### src/swg_pkg.sv
// Shared constants and types for the serial write-guard memory link.
package swg_pkg;

  // ---------------------------------------------------------------
  // Word, address and frame layout
  // ---------------------------------------------------------------
  localparam int unsigned SWG_DW         = 16;
  localparam int unsigned SWG_AW         = 6;
  localparam int unsigned SWG_WORDS_LG   = 64;
  localparam int unsigned SWG_WORDS_SM   = 16;
  localparam int unsigned SWG_HDR_W      = 8;   // Opcode and address after the start bit.
  localparam int unsigned SWG_OP_LSB     = 6;
  localparam int unsigned SWG_SUB_LSB    = 4;
  localparam int unsigned SWG_SHORT_BITS = 9;
  localparam int unsigned SWG_LONG_BITS  = 25;
  localparam int unsigned SWG_RD_FIRST   = 10;  // First clock whose rise shows a read data bit.
  localparam int unsigned SWG_CNT_W      = 8;
  localparam logic [5:0]  SWG_SM_MASK    = 6'h0f;
  localparam logic [15:0] SWG_ERASED     = 16'hffff;

  // ---------------------------------------------------------------
  // Opcodes and extended sub-codes
  // ---------------------------------------------------------------
  localparam logic [1:0] SWG_OP_EXT   = 2'h0;
  localparam logic [1:0] SWG_OP_WRITE = 2'h1;
  localparam logic [1:0] SWG_OP_READ  = 2'h2;
  localparam logic [1:0] SWG_OP_ERASE = 2'h3;
  localparam logic [1:0] SWG_SUB_DIS  = 2'h0;
  localparam logic [1:0] SWG_SUB_WRITE_ALL_CMD = 2'h1;
  localparam logic [1:0] SWG_SUB_ERASE_ALL_CMD = 2'h2;
  localparam logic [1:0] SWG_SUB_EN   = 2'h3;

  // ---------------------------------------------------------------
  // Timing
  // ---------------------------------------------------------------
  localparam int unsigned SWG_CLK_NS       = 10;
  localparam int unsigned SWG_PROG_TIME_US = 2000;
  localparam int unsigned SWG_PROG_CYC     = SWG_PROG_TIME_US * 1000 / SWG_CLK_NS;
  localparam int unsigned SWG_SK_HALF_NS   = 40;
  localparam int unsigned SWG_SK_HALF_CYC  = (SWG_SK_HALF_NS + SWG_CLK_NS - 1) / SWG_CLK_NS;
  localparam int unsigned SWG_GAP_NS       = 40;
  localparam int unsigned SWG_GAP_CYC      = (SWG_GAP_NS + SWG_CLK_NS - 1) / SWG_CLK_NS;
  localparam int unsigned SWG_HOLD_NS      = 200;
  localparam int unsigned SWG_HOLD_CYC     = (SWG_HOLD_NS + SWG_CLK_NS - 1) / SWG_CLK_NS;

  // ---------------------------------------------------------------
  // Types
  // ---------------------------------------------------------------
  typedef enum logic [2:0] {
    SWG_CMD_READ  = 3'h0,
    SWG_CMD_WRITE = 3'h1,
    SWG_CMD_ERASE = 3'h2,
    SWG_CMD_ERASE_ALL_CMD  = 3'h3,
    SWG_CMD_WRITE_ALL_CMD  = 3'h4,
    SWG_CMD_EN    = 3'h5,
    SWG_CMD_DIS   = 3'h6
  } swg_cmd_t;

  typedef enum logic [2:0] {
    SWG_M_IDLE = 3'h0,
    SWG_M_HDR  = 3'h1,
    SWG_M_DATA = 3'h2,
    SWG_M_READ = 3'h3,
    SWG_M_DONE = 3'h4
  } swg_mst_t;

  typedef enum logic [2:0] {
    SWG_H_IDLE  = 3'h0,
    SWG_H_FRAME = 3'h1,
    SWG_H_GAP   = 3'h2,
    SWG_H_HOLD  = 3'h3,
    SWG_H_WAIT  = 3'h4
  } swg_hst_t;

  typedef enum logic [1:0] {
    SWG_STEP_EN  = 2'h0,
    SWG_STEP_CMD = 2'h1,
    SWG_STEP_DIS = 2'h2
  } swg_step_t;

endpackage

### src/swg_link_if.sv
// Serial link between the host controller and the guarded memory.
`timescale 1ns/1ns
interface swg_link_if;
  logic chip_sel;         // Frame select, high during a command.
  logic serial_clock_in;  // Link clock made by the host.
  logic data_to_mem;      // Serial data toward the memory.
  logic data_from_mem;    // Serial read data from the memory.
  logic mem_ready;        // High when no programming cycle runs.

  modport host (output chip_sel, serial_clock_in, data_to_mem, input data_from_mem, mem_ready);
  modport mem  (input chip_sel, serial_clock_in, data_to_mem, output data_from_mem, mem_ready);
endinterface

### src/swg_host_end.sv
// Host end of the serial write-guard link: command sequencer and link clock generator.
`timescale 1ns/1ns
module swg_host_end
  import swg_pkg::*;
(
  // Core clock and reset.
  input  wire logic          i_core_clk,
  input  wire logic          i_rst_n,
  // Command request.
  input  wire logic          i_cmd_valid,
  input  swg_cmd_t           i_cmd_op,
  input  wire logic [5:0]    i_cmd_addr,
  input  wire logic [15:0]   i_cmd_data,
  output logic               o_cmd_ready,
  // Read answer and status.
  output logic               o_rd_valid,
  output logic [15:0]        o_rd_data,
  output logic               o_busy,
  // Supply monitor.
  input  wire logic          i_supply_low,
  // Link to the memory.
  swg_link_if.host           link
);

  // Programming commands are the ones wrapped by enable and disable.
  function automatic logic is_prog(input swg_cmd_t c);
    is_prog = (c == SWG_CMD_WRITE) || (c == SWG_CMD_ERASE) || (c == SWG_CMD_ERASE_ALL_CMD) || (c == SWG_CMD_WRITE_ALL_CMD);
  endfunction

  // Frame bits, start bit first, data left-aligned after the header.
  function automatic logic [SWG_LONG_BITS-1:0] frame_of(input swg_cmd_t c, input logic [5:0] a,
                                                        input logic [15:0] d);
    logic [1:0]  op;
    logic [5:0]  ad;
    logic [15:0] dd;
    op = SWG_OP_EXT;
    ad = {SWG_SUB_DIS, 4'h0};
    dd = '0;
    case (c)
      SWG_CMD_READ:  begin op = SWG_OP_READ;  ad = a; end
      SWG_CMD_WRITE: begin op = SWG_OP_WRITE; ad = a; dd = d; end
      SWG_CMD_ERASE: begin op = SWG_OP_ERASE; ad = a; end
      SWG_CMD_ERASE_ALL_CMD:  ad = {SWG_SUB_ERASE_ALL_CMD, 4'h0};
      SWG_CMD_WRITE_ALL_CMD:  begin ad = {SWG_SUB_WRITE_ALL_CMD, 4'h0}; dd = d; end
      SWG_CMD_EN:    ad = {SWG_SUB_EN, 4'h0};
      default:       ad = {SWG_SUB_DIS, 4'h0};
    endcase
    frame_of = {1'b1, op, ad, dd};
  endfunction

  // Link clocks needed by each command.
  function automatic logic [4:0] bits_of(input swg_cmd_t c);
    bits_of = (c == SWG_CMD_READ || c == SWG_CMD_WRITE || c == SWG_CMD_WRITE_ALL_CMD) ?
              5'(SWG_LONG_BITS) : 5'(SWG_SHORT_BITS);
  endfunction

  swg_hst_t                  st_r;
  swg_step_t                 step_r;
  swg_cmd_t                  op_r;
  logic [5:0]                addr_r;
  logic [15:0]               data_r;
  logic [SWG_LONG_BITS-1:0]  tx_r;
  logic [4:0]                nbits_r;
  logic [4:0]                bit_r;
  logic [SWG_CNT_W-1:0]      tmr_r;
  logic                      cs_r;
  logic                      sk_r;
  logic                      di_r;
  logic [15:0]               rx_r;
  logic                      rdv_r;
  logic [15:0]               rdd_r;
  logic                      pend_dis_r;
  logic [2:0]                rsync_r;
  logic [2:0]                lsync_r;
  logic                      rdy_r;
  logic                      low_r;
  logic                      launch;
  swg_cmd_t                  launch_c;
  logic [5:0]                launch_a;
  logic [15:0]               launch_d;
  logic                      dis_done;
  logic [4:0]                bit_nxt;

  // ---------------------------------------------------------------
  // Pin synchronisers
  // ---------------------------------------------------------------
  always_ff @(posedge i_core_clk or negedge i_rst_n) begin
    if (!i_rst_n) begin
      rsync_r <= '0;
      lsync_r <= '0;
      rdy_r   <= 1'b0;
      low_r   <= 1'b0;
    end else begin
      rsync_r <= {rsync_r[1:0], link.mem_ready};
      lsync_r <= {lsync_r[1:0], i_supply_low};
      if (rsync_r[1] == rsync_r[2]) begin
        rdy_r <= rsync_r[2];
      end
      if (lsync_r[1] == lsync_r[2]) begin
        low_r <= lsync_r[2];
      end
    end
  end

  // ---------------------------------------------------------------
  // Frame selection
  // ---------------------------------------------------------------
  always_comb begin
    launch   = 1'b0;
    launch_c = SWG_CMD_DIS;
    launch_a = addr_r;
    launch_d = data_r;
    case (st_r)
      SWG_H_IDLE: begin
        if (pend_dis_r) begin
          launch = 1'b1;
        end else if (i_cmd_valid && !low_r) begin
          launch   = 1'b1;
          launch_c = is_prog(i_cmd_op) ? SWG_CMD_EN : i_cmd_op;
          launch_a = i_cmd_addr;
          launch_d = i_cmd_data;
        end
      end
      SWG_H_GAP: begin
        if (tmr_r == SWG_CNT_W'(SWG_GAP_CYC - 1) && step_r == SWG_STEP_EN) begin
          launch   = 1'b1;
          launch_c = op_r;
        end
      end
      SWG_H_WAIT: launch = rdy_r;
      default:    launch = 1'b0;
    endcase
  end

  assign dis_done = (st_r == SWG_H_GAP) && (tmr_r == SWG_CNT_W'(SWG_GAP_CYC - 1)) && (step_r == SWG_STEP_DIS);
  assign bit_nxt  = bit_r + 5'h1;

  // ---------------------------------------------------------------
  // Sequencer and link drive
  // ---------------------------------------------------------------
  always_ff @(posedge i_core_clk or negedge i_rst_n) begin
    if (!i_rst_n) begin
      st_r    <= SWG_H_IDLE;
      step_r  <= SWG_STEP_DIS;
      op_r    <= SWG_CMD_READ;
      addr_r  <= '0;
      data_r  <= '0;
      tx_r    <= '0;
      nbits_r <= '0;
      bit_r   <= '0;
      tmr_r   <= '0;
      cs_r    <= 1'b0;
      sk_r    <= 1'b0;
      di_r    <= 1'b0;
      rx_r    <= '0;
      rdv_r   <= 1'b0;
      rdd_r   <= '0;
    end else begin
      rdv_r <= 1'b0;
      if (launch) begin
        tx_r    <= frame_of(launch_c, launch_a, launch_d) << 1;
        di_r    <= 1'b1;
        nbits_r <= bits_of(launch_c);
        bit_r   <= '0;
        tmr_r   <= '0;
        cs_r    <= 1'b1;
        sk_r    <= 1'b0;
        st_r    <= SWG_H_FRAME;
        // Only a wrapped programming command opens with the enable step; a raw enable must not relaunch itself.
        step_r  <= (st_r == SWG_H_GAP) ? SWG_STEP_CMD :
                   ((st_r == SWG_H_WAIT) || pend_dis_r) ? SWG_STEP_DIS :
                   (is_prog(i_cmd_op) ? SWG_STEP_EN : SWG_STEP_CMD);
        if (st_r == SWG_H_IDLE && !pend_dis_r) begin
          op_r   <= i_cmd_op;
          addr_r <= i_cmd_addr;
          data_r <= i_cmd_data;
        end
      end else begin
        case (st_r)
          SWG_H_FRAME: begin
            tmr_r <= tmr_r + SWG_CNT_W'(1);
            if (tmr_r == SWG_CNT_W'(SWG_SK_HALF_CYC - 1)) begin
              tmr_r <= '0;
              sk_r  <= ~sk_r;
              if (sk_r) begin
                bit_r <= bit_nxt;
                di_r  <= tx_r[SWG_LONG_BITS-1];
                tx_r  <= tx_r << 1;
                if (bit_nxt >= 5'(SWG_RD_FIRST)) begin
                  rx_r <= {rx_r[14:0], link.data_from_mem};
                end
                if (bit_nxt == nbits_r) begin
                  cs_r  <= 1'b0;
                  di_r  <= 1'b0;
                  st_r  <= SWG_H_GAP;
                  rdv_r <= (step_r == SWG_STEP_CMD) && (op_r == SWG_CMD_READ);
                  rdd_r <= {rx_r[14:0], link.data_from_mem};
                end
              end
            end
          end
          SWG_H_GAP: begin
            tmr_r <= tmr_r + SWG_CNT_W'(1);
            if (tmr_r == SWG_CNT_W'(SWG_GAP_CYC - 1)) begin
              tmr_r <= '0;
              st_r  <= (step_r == SWG_STEP_CMD && is_prog(op_r)) ? SWG_H_HOLD : SWG_H_IDLE;
            end
          end
          SWG_H_HOLD: begin
            tmr_r <= tmr_r + SWG_CNT_W'(1);
            if (tmr_r == SWG_CNT_W'(SWG_HOLD_CYC - 1)) begin
              st_r <= SWG_H_WAIT;
            end
          end
          SWG_H_WAIT: st_r <= SWG_H_WAIT;
          default:    st_r <= SWG_H_IDLE;
        endcase
      end
    end
  end

  // Disable owed after reset or supply loss; a new demand wins over completion.
  always_ff @(posedge i_core_clk or negedge i_rst_n) begin
    if (!i_rst_n) begin
      pend_dis_r <= 1'b1;
    end else if (low_r) begin
      pend_dis_r <= (st_r == SWG_H_IDLE) ? 1'b1 : (pend_dis_r | ~dis_done);
    end else if (dis_done) begin
      pend_dis_r <= 1'b0;
    end
  end

  assign o_cmd_ready          = (st_r == SWG_H_IDLE) && !pend_dis_r && !low_r;
  assign o_busy               = (st_r != SWG_H_IDLE);
  assign o_rd_valid           = rdv_r;
  assign o_rd_data            = rdd_r;
  assign link.chip_sel        = cs_r;
  assign link.serial_clock_in = sk_r;
  assign link.data_to_mem     = di_r;

endmodule // swg_host_end

### src/flat_wrapper.sv
// flat-port wrapper written by rule: the top's interface ports become plain ports
module swg_host_end_flat import swg_pkg::*;
  (i_core_clk, i_rst_n, i_cmd_valid, i_cmd_op, i_cmd_addr, i_cmd_data, o_cmd_ready, o_rd_valid, o_rd_data, o_busy, i_supply_low, link_chip_sel, link_serial_clock_in, link_data_to_mem, link_data_from_mem, link_mem_ready);
  swg_link_if link_i ();
  input  wire logic i_core_clk;
  input  wire logic i_rst_n;
  input  wire logic i_cmd_valid;
  input  swg_cmd_t i_cmd_op;
  input  wire logic [5:0] i_cmd_addr;
  input  wire logic [15:0] i_cmd_data;
  output logic o_cmd_ready;
  output logic o_rd_valid;
  output logic [15:0] o_rd_data;
  output logic o_busy;
  input  wire logic i_supply_low;
  output wire logic [$bits(link_i.chip_sel)-1:0] link_chip_sel;
  output wire logic [$bits(link_i.serial_clock_in)-1:0] link_serial_clock_in;
  output wire logic [$bits(link_i.data_to_mem)-1:0] link_data_to_mem;
  input wire logic [$bits(link_i.data_from_mem)-1:0] link_data_from_mem;
  input wire logic [$bits(link_i.mem_ready)-1:0] link_mem_ready;
  assign link_chip_sel = link_i.chip_sel;
  assign link_serial_clock_in = link_i.serial_clock_in;
  assign link_data_to_mem = link_i.data_to_mem;
  assign link_i.data_from_mem = link_data_from_mem;
  assign link_i.mem_ready = link_mem_ready;
  swg_host_end u_core (.i_core_clk(i_core_clk), .i_rst_n(i_rst_n), .i_cmd_valid(i_cmd_valid), .i_cmd_op(i_cmd_op), .i_cmd_addr(i_cmd_addr), .i_cmd_data(i_cmd_data), .o_cmd_ready(o_cmd_ready), .o_rd_valid(o_rd_valid), .o_rd_data(o_rd_data), .o_busy(o_busy), .i_supply_low(i_supply_low), .link(link_i));
endmodule
### config.mk
export PLATFORM = sky130hd
export DESIGN_NAME = swg_host_end_flat
export DESIGN_NICKNAME = d
export VERILOG_FILES = /design/src/swg_pkg.sv /design/src/swg_link_if.sv /design/src/swg_host_end.sv /design/src/flat_wrapper.sv
export SDC_FILE = /design/constraint.sdc
export NUM_CORES = 1
export LEC_CHECK = 0
export ABC_AREA = 0
export BUFFER_PORTS_ARGS = -buffer_cell sky130_fd_sc_hd__buf_2
export CAP_MARGIN = 5
export CORE_MARGIN = 4
export CORE_UTILIZATION = 28
export CTS_BUF_LIST = sky130_fd_sc_hd__clkbuf_8
export DETAILED_ROUTE_END_ITERATION = 10
export PLACE_DENSITY_LB_ADDON = 0.1
export SLEW_MARGIN = 20
export SYNTH_ARGS = -nofsm -noshare
export SYNTH_HDL_FRONTEND = slang
export SYNTH_SLANG_ARGS = --single-unit
### constraint.sdc
create_clock -name i_core_clk -period 3.5 [get_ports i_core_clk]
set_input_delay 0.7 -clock i_core_clk [delete_from_list [all_inputs] [get_ports i_core_clk]]
set_output_delay 0.7 -clock i_core_clk [all_outputs]
set_load 0.05 [all_outputs]
==> summary.md, run 1 <==
| Metric | Value |
|---|---|
| Mapped cell area | 5120 um^2 |
| Final hold slack | 0.241 ns |
| Die area | 20,500 um^2 |
| # IOs | 53 |
| Initial core utilization | 0.285 |
| Fin crit share | 0.826 |
| Clock root buffer | clkbuf_8 |
| RSZ-0062 raised after global routing | no |
| Asr flop ratio synth | 1.00 |
| Startpoint Class | flop |
| CTS tree | done |
| Fin crit period | 2.89 ns |
| PostCTS Resize Cnt | 0 |
| Filler cell count | 1,877 |
| Skew final | 0.00641 ns |
| Number of global-route vias before repair | 3,503 |
| Crit path kind | flop to flop |
| Critical-path cell list | ha_1 > or4b_1 > nor2_2 > and3_1 > o221ai_2 > mux2_2 |
| Sequential cell area fraction in the yosys report | 0.553 |
| Worst vdd ir | 0.255 mV |
| Worst slew pin tran | 0.873 ns |
| Via Count | 3,358 |
| Setup bufs post-CTS | 0 |
| Remaining antenna violation count | 0 |
| Final #Nets | a little over 500 |
| Detailed Route Iter0 Violations | 140 |
| ANT cells | 0 |
| Clock slew at reported path FFs | 0.07 ns |
| Max-Cap Viols | 0 |
| Primary FF master, synth | dfrtp_1 |
| Worst Setup End Kind | flop |
| Cts bufs inserted | 17 |
| GRT overflow | 0 |
| CP max-delay cell | or4b_1 |
| Register Area | about 2800 um^2 |
| DRC violations left | 0 |
| # H-tree levels | 4 |
| Overall routing resource usage | 0.115 |
| First-pass DRT Iterations | 4 |
| HPWL Detailed | 7.37 mm |
| Die height | 143 um |
| Worst-Skew Late Latency | roughly 0.43 ns |
| Global-route wire length before repair | 18.4 mm |
| Setup TNS | 0 ns |
| Largest net degree at the start of global routing | 41 |
| Worst slew margin | 0.418 |
| Syn nets | 457 |
| Total wire length | ~11 mm |
| Maximum clock insertion buffer count | 2 |
| Hold Violations, Final | 0 |
| Status | finished, final reports clean |
| CTS Hold Bufs | 0 |
| Worst Path Arrival | 3.20 ns |
| HP Class | input port to async pin |
| Routability-driven placement congestion ratio | 0.765 |
| CP delay by family, top | simple AND/OR/NAND/NOR gates |
| Area occupied by multi-input gates | 2090 um^2 |
| Avg Cell Area, Syn | ~12 um^2 |
| P per Cell Area | 652 nW/um^2 |
| Core area | about 18,000 um^2 |
| Floorplan row count | around 50 |
| Die X-Extent | 143 um |
| Highest Clock Rate | between 300 and 400 MHz |
| Area Growth Syn to Fin | 17.4% |
| Final Slew Violations | 0 |
| Final Setup Violations | 0 |
| Number of synthesized register bits | approximately 110 |
| Post-synth EDFFs | 0 |
| Netlist cell types | 52 |
| Yosys warns | 0 |
| Wire per inst | 15.4 um |
| Vias/cell | between 4 and 5 |
| Leakage Power | 2.92 nW |
| Number of I/O port buffers | 52 |
| CTS Sinks | about 110 |
| Critical path buffers and inverters | 0 |
| Antenna violations before repair | 0 |
| Max incr delay on CP | roughly 0.67 ns |
| CP required | about 3.8 ns |
| Mapped Cells | approximately 420 |
| Max FO, Critical Path | 15 |
| Share of cells above drive strength 1 | 0.292 |
[placed cells by master, fill, tap and decap left out, types with 3 or more instances in the layout]
cell and count:
a211oi_1 6, mux2_2 36, o22ai_1 11, nor2_1 17, nor3b_1 3, ha_1 3, maj3_1 3, buf_4 8
mux2i_1 41, xor2_1 7, inv_1 27, clkinv_2 4, xnor2_1 5, nor3_1 7, nand4_1 3, nand2_1 18
a21o_1 3, or3_1 5, clkbuf_8 21, o21ai_0 24, dfrtp_1 111, nand3_1 5, o22ai_2 10, nand2b_1 7
a21oi_1 11, buf_2 51, and3_1 4, nor2b_1 5
[layout make-up]
cell class | instances | area share
clock buffers | 21 | 0.0481
clock inverters | 9 | 0.0152
inverters | 24 | 0.0150
multi-input cells | 263 | 0.347
flip-flops and latches | 113 | 0.471
well taps | 229 | 0.0477
repair buffers | 60 | 0.0558
[flip-flops by register name, indices dropped and copies added (netlist names)]
name	cells
u_core.link.chip_sel	1
u_core.o_rd_data	16
u_core.rdy_r	1
u_core.low_r	1
u_core.rx_r	15
u_core.st_r	3
u_core.rsync_r	3
u_core.addr_r	6
u_core.o_rd_valid	1
u_core.bit_r	5
u_core.step_r	2
u_core.op_r	3
u_core.tx_r	24
u_core.pend_dis_r	1
u_core.link.serial_clock_in	1
u_core.link.data_to_mem	1
u_core.tmr_r	8
u_core.nbits_r	2
u_core.lsync_r	3
u_core.data_r	16
[cell usage after synthesis (2+ instances only)]
cell type	n	area share
a31oi_1	2	0.0024
nand2b_1	7	0.0086
a21oi_1	11	0.011
a22o_1	2	0.0034
o31ai_1	2	0.0029
clkbuf_1	10	0.0073
mux2i_1	41	0.080
o32ai_1	2	0.0034
buf_6	3	0.0066
nor3b_1	3	0.0044
and3_1	4	0.0049
nor3_1	7	0.0068
a21o_1	3	0.0044
maj3_1	3	0.0059
buf_1	2	0.0015
o22ai_2	10	0.024
or3_1	5	0.0061
ha_1	3	0.0073
dfstp_2	2	0.010
buf_2	7	0.0068
or4b_1	2	0.0039
nor2b_1	5	0.0061
xnor2_1	5	0.0086
inv_1	24	0.018
nor4_4	2	0.0083
mux2_2	36	0.079
nand3_1	5	0.0049
nand2_1	18	0.013
o21ai_0	24	0.023
a221oi_1	2	0.0034
xor2_1	7	0.012
a211oi_1	6	0.0088
nor2_1	17	0.012
dfrtp_1	111	0.54
nand4_1	3	0.0037
o22ai_1	11	0.013
[per-stage QoR]
| step | total power [mW] | util | instances | instance area [um^2] | worst slack (ns) |
|---|---|---|---|---|---|
| after floorplan | 2.51 | - | 423 | 5120 | 0.984 |
| after global placement | 2.73 | 0.313 | 689 | 5630 | 0.715 |
| after detailed placement | 2.75 | 0.313 | 689 | 5630 | 0.619 |
| after CTS | 4.00 | 0.335 | 719 | 6010 | 0.599 |
| after global routing | 4.19 | 0.335 | 719 | 6010 | 0.413 |
| final | 3.92 | 0.335 | 719 | 6010 | 0.610 |
[worst paths after layout]
path	to	slack [ns]	cells past startpoint	start
worst max register to register	u_core.rx_r[2]	0.61	6	u_core.tmr_r[0]
worst min-delay path	u_core.rsync_r[2]	0.24	1	i_rst_n
worst max-delay path	u_core.rx_r[2]	0.61	6	u_core.tmr_r[0]
max in group asynchronous	u_core.step_r[1]	2.47	2	i_rst_n
min in group i_core_clk	u_core.rsync_r[1]	0.36	0	u_core.rsync_r[0]
worst min register to register	u_core.rsync_r[1]	0.36	0	u_core.rsync_r[0]
[power breakdown]
part           switching (mW)  internal (mW)  total, mW  leakage [nW]
sequential              0.236           1.58       1.82          1.45
combinational           0.501          0.400      0.901          1.25
clock                   0.514          0.688       1.20         0.211
[per-layer routing]
metal  vias up  track usage  share of wire
met5         -            0              0
met4         0       0.0390          0.011
met3         9       0.0382          0.035
met2        43        0.182           0.49
met1      1675        0.149           0.46
li1       1631            -              -
[logic make-up (layout without fill, tap and decap cells)]
logic type	Yosys count	count (layout)	share of synthesized area
simple gates	84	84	0.0927
mux	78	78	0.162
fa+ha+maj	6	6	0.0132
buf+inv	47	114	0.0413
compound gates	83	83	0.117
xor+xnor	12	12	0.0205
flops	113	113	0.553
No activity file was read; power rests on OpenSTA's default activity.
==> run 2, diff against run 1 <==
Clock period 3.5 ns to 2.61 ns, I/O delays scaled along.
==> summary.md, run 2 (same netlist as run 1, synthesis figures left out) <==
| Metric | Value |
|---|---|
| Hold Violations, Final | 0 (unchanged) |
| CTS Sinks | 113 (unchanged) |
| Status | finished, final reports clean (unchanged) |
| Number of I/O port buffers | 52 (unchanged) |
| Global-route wire length before repair | 19.0 mm (was 18.4 mm) |
| Worst slew margin | 0.488 (was 0.418) |
| Clock slew at reported path FFs | 0.07 ns (about the same) |
| Highest Clock Rate | 407 MHz (was 346 MHz) |
| Number of global-route vias before repair | 3,669 (was 3,503) |
| Setup TNS | 0 ns (unchanged) |
| HPWL Detailed | 7.59 mm (was 7.37 mm) |
| Seq pwr share | 0.412 (was 0.464) |
| RR Endpoint | u_core.o_rd_data[10] (was u_core.rx_r[2]) |
| Worst slew pin tran | 0.768 ns (was 0.873 ns) |
| DP Cell Count | 704 (was 689) |
| Worst Setup End Kind | flop (unchanged) |
| ANT cells | 0 (unchanged) |
| Total wire length | 11.1 mm (about the same) |
| Worst-Skew Late Latency | 0.43 ns (about the same) |
| Max reg flops | 24 (unchanged) |
| Final Slew Violations | 0 (unchanged) |
| First-pass DRT Iterations | 4 (unchanged) |
| P per Cell Area | 931 nW/um^2 (was 652 nW/um^2) |
| RSZ-0062 raised after global routing | no (unchanged) |
| Startpoint Class | flop (unchanged) |
| Vias/cell | 4.69 (was 4.67) |
| Maximum clock insertion buffer count | 2 (unchanged) |
| Internal | 4.13 mW (was 2.67 mW) |
| # IOs | 53 (unchanged) |
| Worst R2R Start | u_core.tmr_r[1] (was u_core.tmr_r[0]) |
| Worst vdd ir | 0.327 mV (was 0.255 mV) |
| R2r worst-path depth | 7 (was 6) |
| CP required | 2.92 ns (was 3.81 ns) |
| Fin crit share | 0.941 (was 0.826) |
| Crit path kind | flop to flop (unchanged) |
| Die X-Extent | 143 um (unchanged) |
| # H-tree levels | 4 (unchanged) |
| Remaining antenna violation count | 0 (unchanged) |
| Core area | 18,000 um^2 (unchanged) |
| Final non-filler cell total | 736 (was 719) |
| Floorplan row count | 49 (unchanged) |
| Clock root buffer | clkbuf_8 (unchanged) |
| Worst Path Arrival | 2.76 ns (was 3.20 ns) |
| Skew final | 0.0105 ns (was 0.00641 ns) |
| Largest net degree at the start of global routing | 61 (was 41) |
| Cts bufs inserted | 17 (unchanged) |
| Detailed Route Iter0 Violations | 173 (was 140) |
| Leakage Power | 3.06 nW (was 2.92 nW) |
| Most frequent cells in the layout | 111 x dfrtp_1, 50 x buf_2, 41 x mux2i_1 (was 111 x dfrtp_1, 51 x buf_2, 41 x mux2i_1) |
| Switching Share | 0.296 (was 0.319) |
| Sw Pwr | 1.73 mW (was 1.25 mW) |
| Final #Nets | 528 (was 513) |
| Antenna violations before repair | 0 (unchanged) |
| Via Count | 3,450 (was 3,358) |
| Max FO, Critical Path | 17 (was 15) |
| Final Setup Violations | 0 (unchanged) |
| Overall routing resource usage | 0.118 (was 0.115) |
| Routability-driven placement congestion ratio | 0.751 (was 0.765) |
| Initial core utilization | 0.285 (unchanged) |
| DRC violations left | 0 (unchanged) |
| Fin crit period | 2.46 ns (was 2.89 ns) |
| Reg2reg setup slack | 0.15 ns (was 0.61 ns) |
| Die area | 20,500 um^2 (unchanged) |
| CTS tree | done (unchanged) |
| HP Class | input port to async pin (unchanged) |
| Share of cells above drive strength 1 | 0.321 (was 0.292) |
| Combinational power share | 0.223 (was 0.230) |
| Max-Cap Viols | 0 (unchanged) |
| Largest register by flop count | u_core.tx_r (unchanged) |
| Commonest non-fill, non-tap cell in the layout | dfrtp_1 (unchanged) |
| GRT overflow | 0 (unchanged) |
| Area Growth Syn to Fin | 23.0% (was 17.4%) |
| Clock power share | 0.365 (was 0.306) |
| Die height | 143 um (unchanged) |
| Wire per inst | 15.1 um (was 15.4 um) |
| Setup bufs post-CTS | 0 (unchanged) |
[run 2: critical path, cell delays in order, from the launching register on]
cell and delay, ns:
dfrtp_1 0.37, ha_1 0.21, or4b_4 0.54, nor2_2 0.14
and3_1 0.36, nand2_1 0.16, buf_4 0.26, mux2_2 0.30
[run 2: cell type report]
cell class	count	area [um^2]
tap	229	287
clock buffer	21	289
sequential	113	2830
clock inverter	11	231
timing repair buffer	75	463
fill	1815	11700
inverter	24	90.1
multi-input combinational	263	2110
[run 2: what timing repair did]
action,4_1_cts,5_1_grt
hold buffers,0,0
endpoints found under the setup margin,19,60
gates cloned,0,0
pin swaps,0,1
resized for setup,2,3
[run 2: power by group through the flow]
stage	Combinational [mW]	Clock (mW)	Sequential [mW]
floorplan	0.900	0	2.46
global placement	1.27	0	2.44
detailed placement	1.31	0	2.45
CTS	1.32	2.21	2.42
global route	1.49	2.29	2.48
finish	1.31	2.14	2.42
[run 2: worst max-delay path by stage]
stage                            to       startpoint  slack (ns)
2_1_floorplan       u_core.tx_r[10]  u_core.tmr_r[0]        0.09
3_3_place_gp        u_core.tx_r[17]  u_core.tmr_r[1]        0.05
3_5_place_dp        u_core.tx_r[18]  u_core.tmr_r[1]       -0.04
4_1_cts                 o_cmd_ready   u_core.st_r[0]        0.04
5_1_grt              u_core.tx_r[7]  u_core.tmr_r[1]       0.005
6_report       u_core.o_rd_data[10]  u_core.tmr_r[1]        0.15
[run 2: stage by stage]
step           setup slack (ns)  power (mW)  hold slack (ns)  utilization  area, um^2
2_1_floorplan            0.0936        3.36            0.226            -        5120
3_3_place_gp             0.0458        3.71            0.332        0.320        5750
3_5_place_dp            -0.0364        3.75            0.339        0.320        5750
4_1_cts                  0.0364        5.94           0.0107        0.350        6290
5_1_grt                 0.00458        6.26           0.0169        0.350        6300
6_report                  0.153        5.86           0.0197        0.350        6300
[run 2: routing by layer]
layer  track usage  vias up  routed length (um)
met5             0        -                   0
met2         0.185       51                5340
met4        0.0440        0                 192
met1         0.153     1733                5230
met3        0.0358       17                 375
li1              -     1649                   -
==> run 3, diff against run 2 <==
Settings changed: BUFFER_PORTS_ARGS -buffer_cell sky130_fd_sc_hd__buf_2 to unset, DONT_BUFFER_PORTS set to 1, PLACE_DENSITY_LB_ADDON 0.1 to unset.
==> summary.md, run 3 (same netlist as run 1, synthesis figures left out) <==
| Metric | Value |
|---|---|
| Max layer used | met4 (unchanged) |
| Final Slew Violations | 0 (unchanged) |
| Remaining antenna violation count | 0 (unchanged) |
| Number of global-route vias before repair | 3,469 (was 3,669) |
| Routability-driven placement congestion ratio | 0.781 (was 0.751) |
| P per Cell Area | 903 nW/um^2 (was 931 nW/um^2) |
| Largest net degree at the start of global routing | 114 (was 61) |
| Number of I/O port buffers | 0 (was 52) |
| DRC violations left | 0 (unchanged) |
| Worst Path Arrival | 2.84 ns (was 2.76 ns) |
| Reg2reg setup slack | 0.11 ns (was 0.15 ns) |
| Cts bufs inserted | 17 (unchanged) |
| Max reg flops | 24 (unchanged) |
| Final #Nets | 472 (was 528) |
| # H-tree levels | 4 (unchanged) |
| Die X-Extent | 143 um (unchanged) |
| Floorplan row count | 49 (unchanged) |
| Total wire length | 10.5 mm (was 11.1 mm) |
| CTS Sinks | 113 (unchanged) |
| Pre-CTS WS | -0.0464 ns (was -0.0364 ns) |
| Crit path kind | flop to flop (unchanged) |
| Fin crit period | 2.50 ns (was 2.46 ns) |
| Final hold slack | -0.213 ns (was 0.0197 ns) |
| Wire length on met2 | 5.21 mm (was 5.34 mm) |
| Clock root buffer | clkbuf_8 (unchanged) |
| Via Count | 3,284 (was 3,450) |
| Setup bufs post-CTS | 0 (unchanged) |
| Startpoint Class | flop (unchanged) |
| Filler cell count | 1,823 (was 1,815) |
| Core area | 18,000 um^2 (unchanged) |
| Worst slew margin | 0.466 (was 0.488) |
| RSZ-0062 raised after global routing | no (unchanged) |
| Most frequent cells in the layout | 111 x dfrtp_1, 41 x mux2i_1, 36 x mux2_2 (was 111 x dfrtp_1, 50 x buf_2, 41 x mux2i_1) |
| Initial core utilization | 0.285 (unchanged) |
| Fin crit share | 0.959 (was 0.941) |
| Max FO, Critical Path | 8 (was 17) |
| Post-route setup slack | 0.108 ns (was 0.153 ns) |
| Leakage Power | 2.76 nW (was 3.06 nW) |
| HP Class | input port to async pin (unchanged) |
| Worst vdd ir | 0.358 mV (was 0.327 mV) |
| Commonest non-fill, non-tap cell in the layout | dfrtp_1 (unchanged) |
| Worst Setup End Kind | flop (unchanged) |
| Detailed Route Iter0 Violations | 147 (was 173) |
| Met3 WL | 500 um (was 375 um) |
| Share of cells above drive strength 1 | 0.233 (was 0.321) |
| Final Setup Violations | 0 (unchanged) |
| Die height | 143 um (unchanged) |
| Skew final | 0.00818 ns (was 0.0105 ns) |
| Max-Cap Viols | 0 (unchanged) |
| CP required | 2.95 ns (was 2.92 ns) |
| Post-Route M1 WL | 4.59 mm (was 5.23 mm) |
| Failing checks | negative hold slack |
| Worst-Skew Late Latency | 0.43 ns (about the same) |
| Hold Violations, Final | 113 (was 0) |
| Antenna violations before repair | 0 (unchanged) |
| DP Cell Count | 647 (was 704) |
| Final non-filler cell total | 680 (was 736) |
| Status | finished with violations (was finished, final reports clean) |
| CTS tree | done (unchanged) |
| Maximum clock insertion buffer count | 2 (unchanged) |
| Die area | 20,500 um^2 (unchanged) |
| GRT overflow | 0 (unchanged) |
| # IOs | 53 (unchanged) |
| Worst slew pin tran | 0.801 ns (was 0.768 ns) |
| Highest Clock Rate | 400 MHz (was 407 MHz) |
| Global-route wire length before repair | 17.6 mm (was 19.0 mm) |
| ANT cells | 0 (unchanged) |
| HPWL Detailed | 7.03 mm (was 7.59 mm) |
| Area Growth Syn to Fin | 15.2% (was 23.0%) |
| Clock slew at reported path FFs | 0.07 ns (about the same) |
| First-pass DRT Iterations | 4 (unchanged) |
| Vias/cell | 4.83 (was 4.69) |
| Overall routing resource usage | 0.108 (was 0.118) |
| Setup TNS | 0 ns (unchanged) |
| Largest register by flop count | u_core.tx_r (unchanged) |
| Wire per inst | 15.4 um (was 15.1 um) |
[run 3: changes by cell type in the layout (fill, tap and decap cells not counted), moves of 2 or more]
cell	previous run	this run
buf_2	50	0
buf_4	22	16
bufinv_16	7	3
clkbuf_8	21	19
clkinvlp_4	0	2
inv_1	26	28
[run 3: metal layers]
layer	track usage	up-vias
met3	0.0365	17
met2	0.174	55
met5	0	-
met4	0.0520	0
met1	0.132	1665
li1	-	1547
[run 3: power breakdown]
group | leakage [nW] | internal (mW) | switching [mW]
combinational | 1.09 | 0.543 | 0.585
clock | 0.217 | 0.980 | 0.711
sequential | 1.45 | 2.12 | 0.385
total | 2.76 | 3.64 | 1.68
[run 3: per-stage QoR]
stage          cell area, um^2  total power, mW  hold WS [ns]   util
5_1_grt                   5900             5.69        -0.260  0.328
6_report                  5900             5.32        -0.213  0.328
3_5_place_dp              5450             3.65         0.230  0.304
3_3_place_gp              5450             3.59         0.231  0.304
4_1_cts                   5870             5.39        -0.255  0.327
2_1_floorplan             5120             3.36         0.226      -
[run 3: timing repair]
| item | 4_1_cts | 5_1_grt |
|---|---|---|
| gates resized for setup | 2 | 3 |
| pin swaps | 0 | 2 |
| hold endpoints to repair | 113 | 113 |
| setup endpoints to repair | 17 | 35 |
| gates cloned | 0 | 1 |
[run 3: worst paths after layout]
check                      depth (start not counted)               from                end
setup / recovery                                   6     u_core.st_r[0]     u_core.tx_r[4]
hold / removal                                     0            i_rst_n   u_core.addr_r[5]
setup reg to reg                                   6     u_core.st_r[0]     u_core.tx_r[4]
hold reg to reg                                    0  u_core.lsync_r[0]  u_core.lsync_r[1]
max in group asynchronous                          0            i_rst_n  u_core.pend_dis_r
min in group i_core_clk                            0       i_supply_low  u_core.lsync_r[0]
[run 3: worst max-delay path, stage by stage (launching register included)]
cell and delay (ns):
dfrtp_1 0.42, or4b_1 0.69, nor4_4 0.39, o21bai_4 0.11
a2bb2oi_2 0.23, mux2_4 0.40, o22ai_1 0.17
[run 3: final cells by class]
cell class / count / area [um^2] / area share
Sequential cell: 113 / 2830 / 0.480
Multi-Input combinational cell: 264 / 2120 / 0.360
Tap cell: 229 / 287 / 0.0486
Clock buffer: 19 / 262 / 0.0443
Timing Repair Buffer: 18 / 160 / 0.0272
Clock inverter: 13 / 148 / 0.0250
Inverter: 24 / 90.1 / 0.0153
